`src/hdl/host_port_pkg.sv`:
```
// Purpose: Shared constants and carriers for the asynchronous host port
// Assumes: One core clock, strobes sampled synchronous after two-stage sync
// Notes:   Bus width mode is a top-level input, not a register
package host_port_pkg;

  // ----------------------------------------------------------------
  // Widths and codes
  // ----------------------------------------------------------------
  localparam int unsigned ADDR_W      = 7;
  localparam int unsigned DATA_W      = 32;
  localparam int unsigned LANES       = 4;
  localparam logic [6:0]  BASE_ADDR   = 7'h00;
  localparam logic [6:0]  BASE_MASK   = 7'h00; // Set bits are compared
  localparam logic [1:0]  BUS_8       = 2'h0;
  localparam logic [1:0]  BUS_16      = 2'h1;
  localparam logic [1:0]  BUS_32      = 2'h2;
  localparam logic [3:0]  SEL_WORD    = 4'h0;
  localparam logic [3:0]  SEL_LOW16   = 4'hC;
  localparam logic [3:0]  SEL_HIGH16  = 4'h3;
  localparam logic [3:0]  SEL_B0      = 4'hE;
  localparam logic [3:0]  SEL_B1      = 4'hD;
  localparam logic [3:0]  SEL_B2      = 4'hB;
  localparam logic [3:0]  SEL_B3      = 4'h7;
  localparam logic [3:0]  LANES_NONE  = 4'h0;
  localparam logic [31:0] DATA_RESET  = 32'h0000_0000;
  // Core cycles the sequencer spends in hold per access
  localparam int unsigned WAIT_CYCLES = 2;
  localparam logic [1:0]  WAIT_LAST   = 2'(WAIT_CYCLES - 1);

  // Internal access request toward the core
  typedef struct packed {
    logic        write;
    logic [6:0]  addr;
    logic [3:0]  lanes;
    logic [31:0] data;
  } core_req_t;

  typedef enum logic [1:0] {IDLE, HOLD, DONE} acc_state_t;

endpackage

```
`src/hdl/host_port_unit.sv`:
```
// Purpose: SRAM-like asynchronous slave host port with lane steering
// Assumes: Core read data is steady while an access is held
// Notes:   Wait output drops on strobe fall, rises when core is done;
//          strobes pass two sync stages, so every access costs
//          at least six core cycles

// How it works
// - Decode address only when qualifier low
// - Lane selects encode word, halves, bytes
// - Wait output low requests host wait states
// - Bus width mode sets legal transfer sizes
// - 32-bit bus takes byte, half, word
// - 16-bit bus refuses full-word transfers
// - 8-bit bus allows byte transfers only
// - Internal swapping reaches every lane on 16-bit bus, lanes 0 and 1 only on 8-bit
// - 8-bit host uses only data bits 7..0
// - 16-bit host uses bits 15..0 only
// - Port has address, data, strobes, selects, ready, irq
// - Slave needs no external latch or glue
// - Selected output is combinational decode
// - Write data taken at edge 3, after the write strobe fall has passed both sync stages
// - Wait asserted at fall of active strobe
// - 8-bit mode odd address selects lane 1
module host_port_unit (
  // Clock and reset
  input  wire logic                        CLK,
  input  wire logic                        ARST_N,
  // Host bus
  input  wire logic [host_port_pkg::ADDR_W-1:0] HOST_ADDR,
  input  wire logic                        ADDR_QUALIFIER_N,
  input  wire logic                        READ_STROBE_N,
  input  wire logic                        WRITE_STROBE_N,
  input  wire logic [3:0]                  BYTE_LANE_SEL_N,
  input  wire logic [host_port_pkg::DATA_W-1:0] CPU_SIDE_DATA_IN,
  output logic [host_port_pkg::DATA_W-1:0] CPU_SIDE_DATA_OUT,
  output logic                             CPU_SIDE_DATA_OE_N,
  output logic                             WAIT_READY_N,
  output logic                             HOST_IRQ_N,
  output logic                             DEVICE_SELECTED_N,
  // Configuration
  input  wire logic [1:0]                  BUS_MODE,
  // Core side
  output host_port_pkg::core_req_t         CORE_REQ,
  output logic                             CORE_REQ_VALID,
  input  wire logic [host_port_pkg::DATA_W-1:0] CORE_RDATA,
  input  wire logic                        CORE_IRQ
);
  import host_port_pkg::*;

  // ----------------------------------------------------------------
  // Decode
  // ----------------------------------------------------------------
  // Decode and lanes
  logic        selected;
  logic [3:0]  lanes;
  logic        size_ok;

  // Strobe synchronisers and edges
  logic [1:0]  rd_sync;
  logic [1:0]  wr_sync;
  logic        rd_prev;
  logic        wr_prev;
  logic        rd_fall;
  logic        wr_fall;
  logic        strobe_rise;

  // Sequencer
  acc_state_t  state;
  logic        take;
  logic        last;
  logic [1:0]  wait_cnt;

  // Data paths
  logic [31:0] wr_steer;
  logic [31:0] rd_steer;
  logic [31:0] rd_hold;
  logic [3:0]  rd_lanes;
  logic [7:0]  core_byte [LANES];

  // Pure decode, no latch needed on the address
  assign selected          = !ADDR_QUALIFIER_N &&
                             ((HOST_ADDR & BASE_MASK) == BASE_ADDR);
  assign DEVICE_SELECTED_N = !selected;

  // Lane selects to active-high lanes, 8-bit mode derives lane from A0
  always_comb begin
    lanes = ~BYTE_LANE_SEL_N;
    if (BUS_MODE == BUS_8) begin
      lanes = HOST_ADDR[0] ? 4'h2 : 4'h1;
    end
  end

  // Legal sizes per physical width; wrong encodings are dropped
  always_comb begin
    size_ok = 1'b0;
    case (BUS_MODE)
      BUS_32:  size_ok = (BYTE_LANE_SEL_N == SEL_WORD)   ||
                         (BYTE_LANE_SEL_N == SEL_LOW16)  ||
                         (BYTE_LANE_SEL_N == SEL_HIGH16) ||
                         (BYTE_LANE_SEL_N == SEL_B0)     ||
                         (BYTE_LANE_SEL_N == SEL_B1)     ||
                         (BYTE_LANE_SEL_N == SEL_B2)     ||
                         (BYTE_LANE_SEL_N == SEL_B3);
      BUS_16:  size_ok = (BYTE_LANE_SEL_N == SEL_LOW16)  ||
                         (BYTE_LANE_SEL_N == SEL_HIGH16) ||
                         (BYTE_LANE_SEL_N == SEL_B0)     ||
                         (BYTE_LANE_SEL_N == SEL_B1)     ||
                         (BYTE_LANE_SEL_N == SEL_B2)     ||
                         (BYTE_LANE_SEL_N == SEL_B3);
      BUS_8:   size_ok = 1'b1;
      default: size_ok = 1'b0;
    endcase
  end

  // ----------------------------------------------------------------
  // Steering
  // ----------------------------------------------------------------
  // Narrow hosts present data on low lanes; move it to the chosen lane
  always_comb begin
    wr_steer = CPU_SIDE_DATA_IN;
    case (BUS_MODE)
      BUS_8:   wr_steer = {4{CPU_SIDE_DATA_IN[7:0]}};
      BUS_16:  wr_steer = {2{CPU_SIDE_DATA_IN[15:0]}};
      default: wr_steer = CPU_SIDE_DATA_IN;
    endcase
  end

  // Byte view of the core word, one entry per lane
  for (genvar i = 0; i < LANES; i++) begin : g_lane
    assign core_byte[i] = CORE_RDATA[8*i +: 8];
  end

  // Read data from the chosen lane folded onto the host's lanes
  always_comb begin
    rd_steer = CORE_RDATA;
    case (BUS_MODE)
      BUS_8: begin
        rd_steer = {24'h00_0000, core_byte[0]};
        if (rd_lanes[1]) rd_steer = {24'h00_0000, core_byte[1]};
        if (rd_lanes[2]) rd_steer = {24'h00_0000, core_byte[2]};
        if (rd_lanes[3]) rd_steer = {24'h00_0000, core_byte[3]};
      end
      BUS_16: begin
        rd_steer = {16'h0000, CORE_RDATA[15:0]};
        if (rd_lanes[3:2] != 2'h0) rd_steer = {16'h0000, CORE_RDATA[31:16]};
      end
      default: rd_steer = CORE_RDATA;
    endcase
  end

  // ----------------------------------------------------------------
  // Strobe synchronisers
  // ----------------------------------------------------------------
  // Two stages; edges are taken from the second stage only
  // Read strobe; reset to the idle high level so no false fall
  always_ff @(posedge CLK or negedge ARST_N) begin
    if (!ARST_N) begin
      rd_sync <= 2'h3;
      rd_prev <= 1'b1;
    end else begin
      rd_sync <= {rd_sync[0], READ_STROBE_N};
      rd_prev <= rd_sync[1];
    end
  end

  // Write strobe, same two stages as the read side
  always_ff @(posedge CLK or negedge ARST_N) begin
    if (!ARST_N) begin
      wr_sync <= 2'h3;
      wr_prev <= 1'b1;
    end else begin
      wr_sync <= {wr_sync[0], WRITE_STROBE_N};
      wr_prev <= wr_sync[1];
    end
  end

  assign rd_fall     = rd_prev && !rd_sync[1];
  assign wr_fall     = wr_prev && !wr_sync[1];
  assign strobe_rise = rd_sync[1] && wr_sync[1];

  // ----------------------------------------------------------------
  // Access sequencer
  // ----------------------------------------------------------------
  // One request per strobe; the core answers after WAIT_CYCLES
  assign take = (rd_fall || wr_fall) && selected && size_ok && (state == IDLE);
  assign last = (state == HOLD) && (wait_cnt == WAIT_LAST);

  // State register; only idle takes a new strobe
  always_ff @(posedge CLK or negedge ARST_N) begin
    if (!ARST_N) begin
      state <= IDLE;
    end else begin
      case (state)
        IDLE: begin
          if (take) begin
            state <= HOLD;
          end
        end
        HOLD: begin
          if (last) begin
            state <= DONE;
          end
        end
        DONE: begin
          // Both synced strobes high, so a slow release is not a new access
          if (strobe_rise) begin
            state <= IDLE;
          end
        end
        default: state <= IDLE;
      endcase
    end
  end

  // Wait counter, restarted by each accepted request
  always_ff @(posedge CLK or negedge ARST_N) begin
    if (!ARST_N) begin
      wait_cnt <= 2'h0;
    end else if (take) begin
      wait_cnt <= 2'h0;
    end else if (state == HOLD) begin
      wait_cnt <= wait_cnt + 2'h1;
    end
  end

  // Request fields captured at the detect edge; host holds them steady
  always_ff @(posedge CLK or negedge ARST_N) begin
    if (!ARST_N) begin
      CORE_REQ <= '0;
    end else if (take) begin
      CORE_REQ.write <= wr_fall;
      CORE_REQ.addr  <= HOST_ADDR;
      CORE_REQ.lanes <= lanes;
      CORE_REQ.data  <= wr_steer;
    end
  end

  // One-cycle request pulse toward the core
  always_ff @(posedge CLK or negedge ARST_N) begin
    if (!ARST_N) begin
      CORE_REQ_VALID <= 1'b0;
    end else begin
      CORE_REQ_VALID <= take;
    end
  end

  // Lanes of the running access, kept for read folding
  always_ff @(posedge CLK or negedge ARST_N) begin
    if (!ARST_N) begin
      rd_lanes <= LANES_NONE;
    end else if (take) begin
      rd_lanes <= lanes;
    end
  end

  // Hold read data stable until the host's strobe rises
  always_ff @(posedge CLK or negedge ARST_N) begin
    if (!ARST_N) begin
      rd_hold <= DATA_RESET;
    end else if (last) begin
      rd_hold <= rd_steer;
    end
  end

  // ----------------------------------------------------------------
  // Access timing, in core clock edges after the strobe falls
  // ----------------------------------------------------------------
  // Edge 1 and 2: the strobe walks through the two sync stages
  // Edge 3: fall detected; address, lanes and write data captured
  // Edge 4: the core samples the one-cycle request pulse
  // Edge 5: read word folded and latched, state moves to done
  // After edge 5 the wait output rises; the host may then raise
  // its strobe and take read data on that rise
  // Two more edges pass before the synced strobes read high, and a
  // third returns the port to idle; a strobe that falls again inside
  // that gap is not waited on, so hosts must space accesses
  // Address, qualifier and selects are sampled at edge 3 only,
  // so they must stay steady from the strobe fall until then
  // A refused access (bad size or mode) never reaches done: wait
  // stays low for as long as the strobe is held, and only the
  // host's own timeout ends it

  // ----------------------------------------------------------------
  // Host-facing outputs
  // ----------------------------------------------------------------
  // Wait drops combinationally at strobe fall so slow sync is covered
  assign WAIT_READY_N = !(selected && (state != DONE) &&
                          (!READ_STROBE_N || !WRITE_STROBE_N));

  // Bus driven only during a selected read; enable is active low
  assign CPU_SIDE_DATA_OE_N = !(selected && !READ_STROBE_N);
  assign CPU_SIDE_DATA_OUT  = rd_hold;

  // Registered interrupt level from the core
  // One cycle of latency keeps core glitches off the pin
  always_ff @(posedge CLK or negedge ARST_N) begin
    if (!ARST_N) begin
      HOST_IRQ_N <= 1'b1;
    end else begin
      HOST_IRQ_N <= !CORE_IRQ;
    end
  end

endmodule

```
`config.mk`:
```
export PLATFORM = sky130hd
export DESIGN_NAME = host_port_unit
export DESIGN_NICKNAME = d
export VERILOG_FILES = /design/src/hdl/host_port_pkg.sv /design/src/hdl/host_port_unit.sv
export SDC_FILE = /design/constraint.sdc
export NUM_CORES = 1
export LEC_CHECK = 0
export ABC_CLOCK_PERIOD_IN_PS = 2100
export BUFFER_PORTS_ARGS = -buffer_cell sky130_fd_sc_hd__buf_4
export CORE_ASPECT_RATIO = 0.75
export CORE_UTILIZATION = 25
export DETAILED_ROUTE_END_ITERATION = 10
export GPL_TIMING_DRIVEN = 0
export REMOVE_ABC_BUFFERS = 1
export SYNTH_ARGS = -nofsm -noshare
export SYNTH_HDL_FRONTEND = slang
export SYNTH_SLANG_ARGS = --single-unit
```
`constraint.sdc`:
```
create_clock -name CLK -period 2.1 [get_ports CLK]
set_input_delay 0.315 -clock CLK [delete_from_list [all_inputs] [get_ports CLK]]
set_output_delay 0.315 -clock CLK [all_outputs]
set_load 0.01 [all_outputs]
```
* Word-level counts from Yosys, hierarchy flattened *
Cells that the tools add are included.

storage, ports and cells
  flip-flop bits (word level) = 88
  bits in latches = 0
  memory bits (writable) = 0
  ROM bits = 0
  input bits = 83
  output and inout bits = 81
  logic and storage cells = 82
  memories kept = 0

cells by class
  add/sub/neg operators = 1
  multiply operators = 0
  div/mod/pow operators = 0
  $lt $le $gt $ge = 0
  equality and inequality tests = 15
  shifts and indexed selects = 0
  multiplexer cells = 15
  bitwise gates (word level) = 1
  reductions and logical operators = 37

operator list
  operator             count
  $pmux 32 s2          2
  $mux 32              1
  $eq 4x4->1 const B   4
  $mux 16              1
  $mux 8               2
  $logic_or 1x1->1     13
  $mux 2               6
  $logic_and 1x1->1    10
  $logic_not 1->1      8
  $ne 2x2->1 const B   4
  $eq 2x1->1 const B   3
  $pmux 2 s3           1
  $eq 2x2->1 const B   2
  $eq 4x2->1 const B   1
  $eq 4x3->1 const B   1
  $logic_not 2->1      2
  $logic_not 4->1      1
  $mux 4               1
  $not 4->4            1
  $reduce_bool 2->1    2
  $pmux 1 s3           1
  $reduce_and 3->1     1
  $add 2x1->2 const B  1

* Longest topological paths before layout *
  depth after elaboration = 12
  depth in mapped cells = 8
  gate-level depth less buffers = 6

* Worst setup path before layout *
Ideal clock, no wire load.

  path type = in2reg
  from = input BUS_MODE[1]
  to = register CORE_REQ[10] in the netlist's numbering
  library setup time = 0.127 ns
  arrival = 1.950 ns
  data required time = 1.973 ns
  slack = 0.023 ns
  cell stages on the path = 8
  buffers on the path = 2
  cells stage by stage = inv_1 -> ha_1 -> or4_1 -> a21oi_1 -> o31a_1 -> buf_6 -> buf_6 -> mux2_1

between the ends
  word-level cells in the longest chain between the ends = 4
  elaborated cells on any way between the ends = 7
  those cells by class = eq/ne: 2; mux: 2; reduce/logical: 3

ends and longest elaborated chain
  what                                      RTL line                                     text
  start, declared                           host_port_unit.sv:41                         input wire logic [1:0] BUS_MODE,
  $eq 2x1->1, or another cell as far along  host_port_unit.sv:96, host_port_unit.sv:121
  $pmux 1 s3                                host_port_unit.sv:96                         case (BUS_MODE)
  $logic_and 1x1->1 (2 in series)           host_port_unit.sv:185                        assign take = (rd_fall || wr_fall) && selected && size_ok && (state == IDLE);
  end, declared                             host_port_unit.sv:43                         output host_port_pkg::core_req_t CORE_REQ,

Several ways; a longest one is shown, not always the timed one.
A chain may end at the register's enable or synchronous reset.

* Worst setup path after layout *
  from = input BUS_MODE[1]
  to = register CORE_REQ[1] in the netlist's numbering

between the ends
  word-level cells in the longest chain between the ends = 4
  elaborated cells on any way between the ends = 6
  those cells by class = eq/ne: 2; mux: 1; reduce/logical: 3

ends and longest elaborated chain
  what                                      RTL line
  $eq 2x1->1, or another cell as far along  host_port_unit.sv:96
  $pmux 1 s3 (*)                            host_port_unit.sv:96
  $logic_and 1x1->1 (*) (2 in series)       host_port_unit.sv:185

Every way passes the cells marked *; elsewhere a longest branch is shown, timed or not.

==> impl_results.md <==
- Number of setup violations in the final report: 0
- Met2 WL: 5750 um
- Tmin final: 1.96 ns
- Die height: 114 um
- HPWL Detailed: 8590 um
- DRC errors left: 0
- Drt pass-1 iters: 5
- Top Layer Used: met4
- Power share of the combinational group: 38.1%
- Fmax: 0.510 GHz
- Multi-input gate area: 1840 um2
- Number of global-route vias before repair: 3569
- Clk Latency, worst-skew pair: 0.34 ns
- Critical path class: in2reg
- Final cell count without fillers: 756
- FF+latch count, synth: 88
- Die area: 17200 um2
- Max Slew Vio Count: 0
- PD cells: 1230 nW/um2
- Clock sink total: 88
- WL/cell: 16.5 um
- WL met1: 5890 um
- Fin crit share: 93.4%
- Via density per instance: 4.70
- Status: complete, no violations
- Wire length on met3: 701 um
- Total gr overflow: 0
- WP data required: 2.32 ns
- Root Buffer: clkbuf_16
- Synthesis-to-finish area growth: 43.4%
- Worst-case clock skew: 0.00576 ns
- FF/Latch Area: 2210 um2
- CP arrival: 2.18 ns
- Final Power: 7320 uW
- P_leak: 0.00286 uW
- Row count: 40
- Reg power frac: 39.4%
- Final hold viol count: 0
- Core area: 16100 um2
- P_sw: 2410 uW
- Clock power share: 22.4%
- Fillers: 1605
- Maximum vdd drop: 535 uV
- Actual slew at the worst max-slew pin: 1.14 ns
- Crit end category: register
- Sequential share of the synthesized area: 53.2%
- CTS Buffer Depth: 2
- RSZ-0062 raised after global routing: false
- Nets: 628
- Critical-path maximum fanout: 18
- Yosys warns: 0
- Routed WL: 12500 um
- Global-route wire length before repair: 18700 um
- Sw Ratio: 32.9%
- Hold WS: 0.0781 ns
- Vias post-DR: 3554
- Worst setup SP type: input port
- Ant. Diodes: 0
- Detail Route Antenna Nets: 0
- Mapped cell area: 4160 um2
- Synth unique cells: 37
- Initial Utilization: 25.8%
- Cts hold-fix bufs: 0
- Inserted Clock Buffers: 9
- H-Tree Depth: 3
- Cells after Synth: 384
- Clock-pin slew on the worst setup and hold paths: 0.06 ns
- Pin count of the biggest net entering global routing: 89
- Ports: 164
- PortBufs: 163
- GPL Wtd Cong: 0.807
- Placed cells: 735
- # Max-Cap Violations: 0
- Slew Limit Headroom: 24.2%
- DRT iter0 DRCs: 196
- CTS tree: built
- Number of antenna violations at the first check in global routing: 0
- Tot GR Track Use: 14.5%
- Worst min-delay path class: in2reg
- DIE WIDTH: 151 um
- Syn avg cell area: 10.8 um2
- Cell Int Power: 4910 uW
- Share of layout cells above drive strength 1: 41.8%
[placed cells by master (no fill, tap or decap), drive strengths merged, types with 2 or more instances in the layout]
cell type  count
inv            7
nor2b          3
o21ai          4
buf          169
or4b           2
and2           2
a22oi         11
clkbuf        14
mux2i          2
nor2          28
nand2         72
dfrtp         81
ha             4
a221oi        11
nand3         18
o2111ai        2
a21o           2
a222oi         5
mux2          61
a21oi         18
dfstp          7
clkinv         2
nor3b          3
nand2b         6
[worst paths after layout]
check	start	endpoint	slack, ns	cells past startpoint
worst max-delay path	BUS_MODE[1]	CORE_REQ[1]	0.14	8
worst min-delay path	CORE_IRQ	HOST_IRQ_N	0.08	2
worst max register to register	rd_lanes[2]	CPU_SIDE_DATA_OUT[11]	0.15	4
worst min register to register	wr_sync[0]	wr_sync[1]	0.35	0
max in group asynchronous	ARST_N	CORE_REQ[15]	1.18	1
min in group asynchronous	ARST_N	CORE_REQ[38]	0.20	1
[worst max-delay path, stage by stage]
cell and delay, ns:
buf_4 0.09, inv_1 0.09, ha_4 0.18, or4_1 0.54, a21oi_1 0.16, o31a_2 0.24, clkbuf_16 0.23, mux2_1 0.34
[synthesized netlist by cell type (all sizes together)]
master,instances,area (um2)
nand3,18,90.1
a221oi,11,96.3
a41o,1,10.0
or4b,2,20.0
o2111ai,2,17.5
nor2,28,105
clkbuf,16,60.1
ha,4,50.1
a21o,2,15.0
inv,7,26.3
o21bai,1,7.51
nor3b,3,22.5
dfstp,7,184
nor4,1,6.26
or2,1,6.26
and2,2,12.5
o21ai,4,20.0
a21oi,18,90.1
nor2b,3,18.8
a222oi,5,50.1
o31a,1,8.76
nand2b,6,37.5
o22ai,1,6.26
o21a,1,7.51
and3,1,6.26
mux2i,2,20.0
nand2,72,270
and4,1,8.76
a221o,1,10.0
a22oi,11,82.6
mux2,61,687
or4,1,7.51
dfrtp,81,2030
buf,8,71.3
[metrics by stage]
stage / area [um2] / setup WS (ns) / utilization (%) / setup TNS [ns]
after floorplan: 4030 / -1.07 / - / -62.78
after global placement: 5510 / -2.58 / 34.2 / -169.79
after detailed placement: 5560 / -0.957 / 34.5 / -53.52
after CTS: 5890 / 0.0309 / 36.6 / 0
after global routing: 5960 / 0.0263 / 37.0 / 0
final: 5960 / 0.139 / 37.0 / 0
[metal layers]
metal  GRT usage, %  vias to the layer above
li1               -                     1670
met1           19.3                     1760
met2           22.5                      116
met3           4.12                        8
met4           5.20                        0
met5              0                        -
[timing repair]
item	in CTS	in global routing
pin swaps	1	2
gates cloned	0	1
gates resized for setup	6	3
setup endpoints to repair	64	73
setup buffers	1	3
[area by class of cell]
cell class                      instances  share of cell area, %
Timing Repair Buffer                  170                   22.2
Clock inverter                          3                  0.671
Sequential cell                        88                   37.1
Clock buffer                           13                   4.36
Tap cell                              210                   4.41
Inverter                                7                  0.441
Multi-Input combinational cell        265                   30.9
[sequential cells by signal (all words and copies together) (netlist names)]
| name | flops |
|---|---|
| rd_prev | 1 |
| wr_prev | 1 |
| CORE_REQ | 40 |
| rd_lanes | 4 |
| CORE_REQ_VALID | 1 |
| HOST_IRQ_N | 1 |
| wait_cnt | 2 |
| state | 2 |
| CPU_SIDE_DATA_OUT | 32 |
| wr_sync | 2 |
| rd_sync | 2 |
[cells by family (layout without fill, tap and decap cells)]
group | Yosys count | after routing | synth area share [%]
simple gates | 139 | 139 | 14.7
flops | 88 | 88 | 53.2
mux | 63 | 63 | 17.0
compound gates | 59 | 59 | 10.1
buf+inv | 31 | 193 | 3.79
fa+ha+maj | 4 | 4 | 1.20
[power by group through the flow]
stage	registers, uW	clock network (uW)	logic [uW]
floorplan	3150	0	916
global placement	2870	0	2730
detailed placement	2910	0	2810
CTS	2890	1710	2820
global route	2980	1780	3050
finish	2890	1640	2790
Note: power is estimated with default switching activity, not from simulation.
